==> src/verilog/scir_pkg.sv <==
// Purpose: shared constants and types for the system-control status block
// Assumes: APB with 32-bit data, one aligned word per register
// Notes: reserved bits read as zero
package scir_pkg;
    localparam int unsigned EVENT_W = 7;
    localparam int unsigned CAUSE_W = 6;
    // register byte addresses
    localparam logic [11:0] OFS_RAW_STATUS = 12'h0_050;
    localparam logic [11:0] OFS_IRQ_MASK = 12'h0_054;
    localparam logic [11:0] OFS_MASKED_STATUS = 12'h0_058;
    localparam logic [11:0] OFS_RESET_CAUSE = 12'h0_05C;
    localparam logic [11:0] OFS_BROWNOUT_CTL = 12'h0_030;
    // event bit positions
    localparam int unsigned BIT_PLL_LOCK = 6;
    localparam int unsigned BIT_CUR_LIMIT = 5;
    localparam int unsigned BIT_BOOT_OSC = 4;
    localparam int unsigned BIT_MAIN_OSC = 3;
    localparam int unsigned BIT_REG_UNREG = 2;
    localparam int unsigned BIT_BROWNOUT = 1;
    localparam int unsigned BIT_PLL_STOP = 0;
    // reset cause bit positions
    localparam int unsigned CAUSE_REG_PG = 5;
    localparam int unsigned CAUSE_SW = 4;
    localparam int unsigned CAUSE_WDOG = 3;
    localparam int unsigned CAUSE_BROWNOUT = 2;
    localparam int unsigned CAUSE_POR = 1;
    localparam int unsigned CAUSE_EXT = 0;
    // brown-out control bit: 1 = reset, 0 = interrupt
    localparam int unsigned BIT_BOR_IOR = 1;
    localparam logic [6:0] RAW_RESET = 7'h00;
    localparam logic [6:0] MASK_RESET = 7'h00;
    localparam logic [5:0] CAUSE_POWERUP = 6'h02;

    typedef struct packed {
        logic pllLock;
        logic curLimit;
        logic bootOscFault;
        logic mainOscFault;
        logic regUnreg;
        logic brownout;
        logic pllStopped;
    } scir_event_type;

    typedef struct packed {
        logic regPowerGood;
        logic software;
        logic watchdog;
        logic brownout;
        logic powerOn;
        logic extPin;
    } scir_cause_type;
endpackage

==> src/verilog/scir_sysctl_status.sv <==
// Purpose: masked event status with write-one-clear, plus reset cause log
// Assumes: event inputs are one-cycle or level pulses synchronous to sys_clk
// Notes: reset-cause log is cleared to CAUSE_POWERUP by raw rst_b, the rest by rstSync_r; causeValid ORs causeIn into it, an extPin cause sets it to 6'h01
`timescale 1ns/1ps

module scir_sysctl_status
(
    input wire logic sys_clk,
    input wire logic rst_b,
    input wire logic psel,
    input wire logic penable,
    input wire logic pwrite,
    input wire logic [11:0] paddr,
    input wire logic [31:0] pwdata,
    output logic [31:0] prdata,
    output logic pready,
    output logic pslverr,
    input wire scir_pkg::scir_event_type eventIn,
    input wire logic causeValid,
    input wire scir_pkg::scir_cause_type causeIn,
    output logic ctrlIrq,
    output logic brownoutResetReq
);

    logic rstMeta_r;
    logic rstSync_r;
    logic [6:0] raw_r;
    logic [6:0] mask_r;
    logic brownout_irq_or_reset_select_r;
    logic [5:0] cause_r;
    logic [6:0] masked;
    logic [6:0] gate;
    logic wrEn;
    logic rdEn;
    logic hit;
    logic [31:0] rdNxt;

    // reset release through two flops
    always_ff @(posedge sys_clk or negedge rst_b)
    begin
        if (!rst_b)
        begin
            rstMeta_r <= 1'b0;
            rstSync_r <= 1'b0;
        end
        else
        begin
            rstMeta_r <= 1'b1;
            rstSync_r <= rstMeta_r;
        end
    end

    // apb strobes, zero wait states
    assign wrEn = psel && penable && pwrite;
    assign rdEn = psel && !penable && !pwrite;
    assign pready = 1'b1;
    assign hit = (paddr == scir_pkg::OFS_RAW_STATUS)
        || (paddr == scir_pkg::OFS_IRQ_MASK)
        || (paddr == scir_pkg::OFS_MASKED_STATUS)
        || (paddr == scir_pkg::OFS_RESET_CAUSE)
        || (paddr == scir_pkg::OFS_BROWNOUT_CTL);
    assign pslverr = psel && penable && !hit;

    // brownout is an interrupt source only while not routed to reset
    // brownout gating
    always_comb
    begin
        gate = mask_r;
        gate[scir_pkg::BIT_BROWNOUT] = mask_r[scir_pkg::BIT_BROWNOUT]
            && !brownout_irq_or_reset_select_r;
    end

    assign masked = raw_r & gate;
    assign ctrlIrq = |masked;
    assign brownoutResetReq = brownout_irq_or_reset_select_r && eventIn.brownout;

    // raw flags: set beats clear so no event is lost
    always_ff @(posedge sys_clk or negedge rstSync_r)
    begin
        if (!rstSync_r)
            raw_r <= scir_pkg::RAW_RESET;
        else
        begin
            if (wrEn && paddr == scir_pkg::OFS_MASKED_STATUS)
                raw_r <= (raw_r & ~pwdata[6:0]) | eventIn;
            else if (wrEn && paddr == scir_pkg::OFS_RAW_STATUS)
                raw_r <= (raw_r & ~pwdata[6:0]) | eventIn;
            else
                raw_r <= raw_r | eventIn;
        end
    end

    // mask and brownout control
    always_ff @(posedge sys_clk or negedge rstSync_r)
    begin
        if (!rstSync_r)
        begin
            mask_r <= scir_pkg::MASK_RESET;
            brownout_irq_or_reset_select_r <= 1'b0;
        end
        else if (wrEn && paddr == scir_pkg::OFS_IRQ_MASK)
            mask_r <= pwdata[6:0];
        else if (wrEn && paddr == scir_pkg::OFS_BROWNOUT_CTL)
            brownout_irq_or_reset_select_r <= pwdata[scir_pkg::BIT_BOR_IOR];
    end

    // cause log on raw rst_b, so it outlives the resets it records
    always_ff @(posedge sys_clk or negedge rst_b)
    begin
        if (!rst_b)
            cause_r <= scir_pkg::CAUSE_POWERUP;
        else if (causeValid)
        begin
            if (causeIn.extPin)
                cause_r <= 6'h01;
            else
                cause_r <= cause_r | causeIn;
        end
        else if (wrEn && paddr == scir_pkg::OFS_RESET_CAUSE)
            cause_r <= pwdata[5:0];
    end

    // read mux, reserved bits zero
    // reserved read zero
    always_comb
    begin
        rdNxt = 32'h0000_0000;
        case (paddr)
            scir_pkg::OFS_RAW_STATUS: rdNxt[6:0] = raw_r;
            scir_pkg::OFS_IRQ_MASK: rdNxt[6:0] = mask_r;
            scir_pkg::OFS_MASKED_STATUS: rdNxt[6:0] = masked;
            scir_pkg::OFS_RESET_CAUSE: rdNxt[5:0] = cause_r;
            scir_pkg::OFS_BROWNOUT_CTL:
                rdNxt[scir_pkg::BIT_BOR_IOR] = brownout_irq_or_reset_select_r;
            default: rdNxt = 32'h0000_0000;
        endcase
    end

    // read data registered in setup phase
    always_ff @(posedge sys_clk or negedge rstSync_r)
    begin
        if (!rstSync_r)
            prdata <= 32'h0000_0000;
        else if (rdEn)
            prdata <= rdNxt;
    end

endmodule

==> config.mk <==
export PLATFORM = sky130hd
export DESIGN_NAME = scir_sysctl_status
export DESIGN_NICKNAME = d
export VERILOG_FILES = /design/src/verilog/scir_pkg.sv /design/src/verilog/scir_sysctl_status.sv
export SDC_FILE = /design/constraint.sdc
export NUM_CORES = 1
export LEC_CHECK = 0
export BUFFER_PORTS_ARGS = -buffer_cell sky130_fd_sc_hd__buf_4
export CORE_MARGIN = 2
export CORE_UTILIZATION = 48
export DETAILED_ROUTE_END_ITERATION = 10
export MAX_ROUTING_LAYER = met4
export PLACE_DENSITY_LB_ADDON = 0.05
export SKIP_CTS_REPAIR_TIMING = 1
export SKIP_LAST_GASP = 1
export SYNTH_ARGS = -nofsm -noshare
export SYNTH_HDL_FRONTEND = slang
export SYNTH_SLANG_ARGS = --single-unit
==> constraint.sdc <==
create_clock -name sys_clk -period 2.9 [get_ports sys_clk]
set_clock_uncertainty 0.15 [all_clocks]
set_input_delay 0 -clock sys_clk [delete_from_list [all_inputs] [get_ports sys_clk]]
set_output_delay 0 -clock sys_clk [all_outputs]
set_load 0.01 [all_outputs]
==> impl_metrics.json <==
{
  "run_status": "complete, no violations",
  "most-common-layout-cells": "buf_4 (49), dfrtp_1 (29), dlygate4sd3_1 (29)",
  "critical-path-top-delay-family": "buffers and inverters",
  "hpwlAfterDp_mm": 2.915,
  "reg2reg_slack_ns": 0.83,
  "via_count_of_the_first_global_routing_pass": 1338,
  "clkLatencyLatePin_ns": 0.29,
  "gr-total-overflow": 0,
  "destination_of_the_critical_timing_path": "cause_r[5]",
  "final_layout_size_suffix_gt1_share_pct": 26.82,
  "chipHeight_um": 65.23,
  "path_clk_slew_ns": 0.06,
  "routed_wirelength_mm": 4.143,
  "tns_ns": 0,
  "critPathBufInv": 2,
  "synth_seq_cells": 30,
  "achievable-frequency_mhz": 482.3,
  "synth-warning-count": 0,
  "place.gp.congestion": 0.8056,
  "postSynth.topFlopCell": "dfrtp_1",
  "synth_cell_type_count": 45,
  "vdd_drop_max_v": 0.0003285,
  "timing.setup.critical_path_class": "flop to flop",
  "holdPathStages": 4,
  "drc_errors": 0,
  "power_density_cells_nw_per_um2": 392.7,
  "floorplan.die_area_um2": 4254,
  "chipWidth_um": 65.23,
  "worstPathArrival_ns": 2.09,
  "synthArstFlopShare_pct": 100.0,
  "setup.worst_path.start": "cause_r[5]",
  "min_path_type": "input port to flop",
  "drv_slew": 0,
  "holdWs_ns": 0.01266,
  "maxSlewHeadroom_pct": 40.95,
  "antenna_cells": 0,
  "grt_antenna_before_repair": 0,
  "dp_worst_setup_slack_ns": 0.5908,
  "final_net_count": 323,
  "numCtsBuffers": 5,
  "tritoncts": "built",
  "num_vias": 1604,
  "fin_crit_ns": 2.073,
  "timing.reg2reg.worst_path_depth": 6,
  "critical_path.max_stage_delay_ns": 0.56,
  "floorplan.initialDensity_pct": 49.52,
  "drtAntennaViolNets": 0,
  "global_route_wire_length_before_repair_mm": 6.182,
  "layout_stage_area_growth_over_the_synthesis_result_pct": 37.76,
  "drv_cap": 0,
  "synth.cell_area_um2": 1799,
  "synthesis.instances": 186,
  "fillerInstances": 315,
  "synth-edff-count": 0,
  "setup_slack_after_layout_ns": 0.8265,
  "placed_cells_incl_taps": 272,
  "clock_sinks": 30,
  "timing.critical_path.slowest_stage_cell": "dlygate4sd3_1",
  "critical_path.cell_chain": "nor2_1 -> nor2_1 -> dlygate4sd3_1 -> nand2_1 -> dlygate4sd3_1 -> nand3_1",
  "worst_ep_required_time_ns": 2.92,
  "worstMarginPinSlew_ns": 0.8857,
  "grt_setup_unrepaired": "false",
  "num_ports": 99,
  "rows": 22,
  "r2r-end": "cause_r[5]",
  "cts_htree_levels": 2,
  "pin_count_of_the_biggest_net_entering_global_routing": 23,
  "ctsLongestPathBuffers": 2,
  "final_common_cell": "buf_4",
  "cp-start-kind": "flop",
  "static-leakage-power_nw": 1.137,
  "setup.worst_path.end_class": "flop",
  "ys_seq_area_share_pct": 41.79,
  "synthesis.area_per_instance_um2": 9.673,
  "post_drt_via_cell_ratio": 5.191,
  "io_buffers": 47,
  "timing.final.setup_violations": 0,
  "report.final.hold_viol_count": 0,
  "critPathMaxFanout": 3,
  "crit-reg2reg-launch": "cause_r[5]",
  "drt_iter0_drcs": 49,
  "instances_no_fill": 309,
  "wl_per_cell_um": 13.41,
  "global_route.usage.total_pct": 19.77,
  "final.period_utilization_pct": 71.50,
  "firstDrtPassIters": 4,
  "critical_path_depth": 6,
  "core_area_um2": 3633,
  "clk_tree_root_cell": "clkbuf_8"
}
[layer usage]
layer	share of wire (%)	wire length (um)	GRT usage (%)	vias to the layer above
met5	0	0	-	-
met4	1.5	63	8.594	0
met3	6.7	278	6.164	5
met2	51	2110	31.38	59
met1	41	1691	23.26	776
li1	-	-	-	764
[power by group]
part	total [W]	leakage, nW	switching, W	internal (W)
clock	0.000391	0.0575	0.000152	0.000239
sequential	0.000444	0.362	0.0000140	0.000430
combinational	0.000139	0.718	0.0000650	0.0000735
total	0.000973	1.14	0.000231	0.000742
[cell usage after synthesis (3+ instances only)]
master	instances	area, um2
mux2i_1	6	60.06
mux2_2	8	90.09
dfrtp_1	29	725.7
nand3_1	3	15.01
nor4_1	3	18.77
clkbuf_1	6	22.52
nor2_1	12	45.04
o22ai_1	4	25.02
a211oi_1	6	45.04
a21o_1	12	90.09
nor3_1	6	30.03
a2111oi_0	5	43.79
buf_4	26	195.2
nand2_1	19	71.32
o21ai_0	3	15.01
nand2b_1	4	25.02
[metrics by stage]
step	area [um2]	total power, W	utilization (%)
3_3_place_gp	2078	0.0005606	57.20
4_1_cts	2188	0.0009590	60.23
3_5_place_dp	2078	0.0005645	57.20
5_1_grt	2479	0.001022	68.22
6_report	2479	0.0009733	68.22
2_1_floorplan	1893	0.0005316	-
[kinds of logic (layout without fill, tap and decap cells)]
| kind of cell | after synthesis | after routing | share of synthesized area [%] |
|---|---|---|---|
| AND/OR/NAND/NOR | 63 | 63 | 18.92 |
| AO/OA/AOI/OAI | 40 | 40 | 16.83 |
| buffers and inverters | 37 | 87 | 13.70 |
| flip-flops | 30 | 30 | 41.79 |
| multiplexers | 14 | 14 | 8.345 |
| other | 2 | 27 | 0.4174 |
[layout make-up]
cell class | instances | area (um2) | area share, %
tap | 48 | 60.06 | 2.423
timing repair buffer | 78 | 658.1 | 26.55
multi-input combinational | 144 | 894.6 | 36.09
sequential | 30 | 752.0 | 30.34
clock buffer | 8 | 110.1 | 4.442
inverter | 1 | 3.754 | 0.1514
[sequential cells by signal, indices dropped and copies added, names as in the netlist]
| name | cells |
|---|---|
| mask_r | 7 |
| prdata | 7 |
| rstMeta_r | 1 |
| cause_r | 6 |
| brownout_irq_or_reset_select_r | 1 |
| raw_r | 7 |
| rstSync_r | 1 |
[how the worst min path moves through the flow]
stage                     startpoint    endpoint  slack, ns
after floorplan                rst_b  cause_r[0]      -0.45
after global placement         rst_b  cause_r[4]      -0.33
after detailed placement       rst_b  cause_r[4]      -0.32
after CTS                      rst_b  cause_r[0]      -0.63
after global routing           rst_b  cause_r[1]       0.03
final                     causeIn[1]  cause_r[1]       0.01
[worst min-delay path, delay by kind of cell]
| kind | cells | cell delay (ns) |
|---|---|---|
| and+or+nand+nor | 1 | 0.12 |
| AOI/OAI and AO/OA | 2 | 0.22 |
| buffers and inverters | 1 | 0.10 |
No activity file was read; power rests on OpenSTA's default activity.
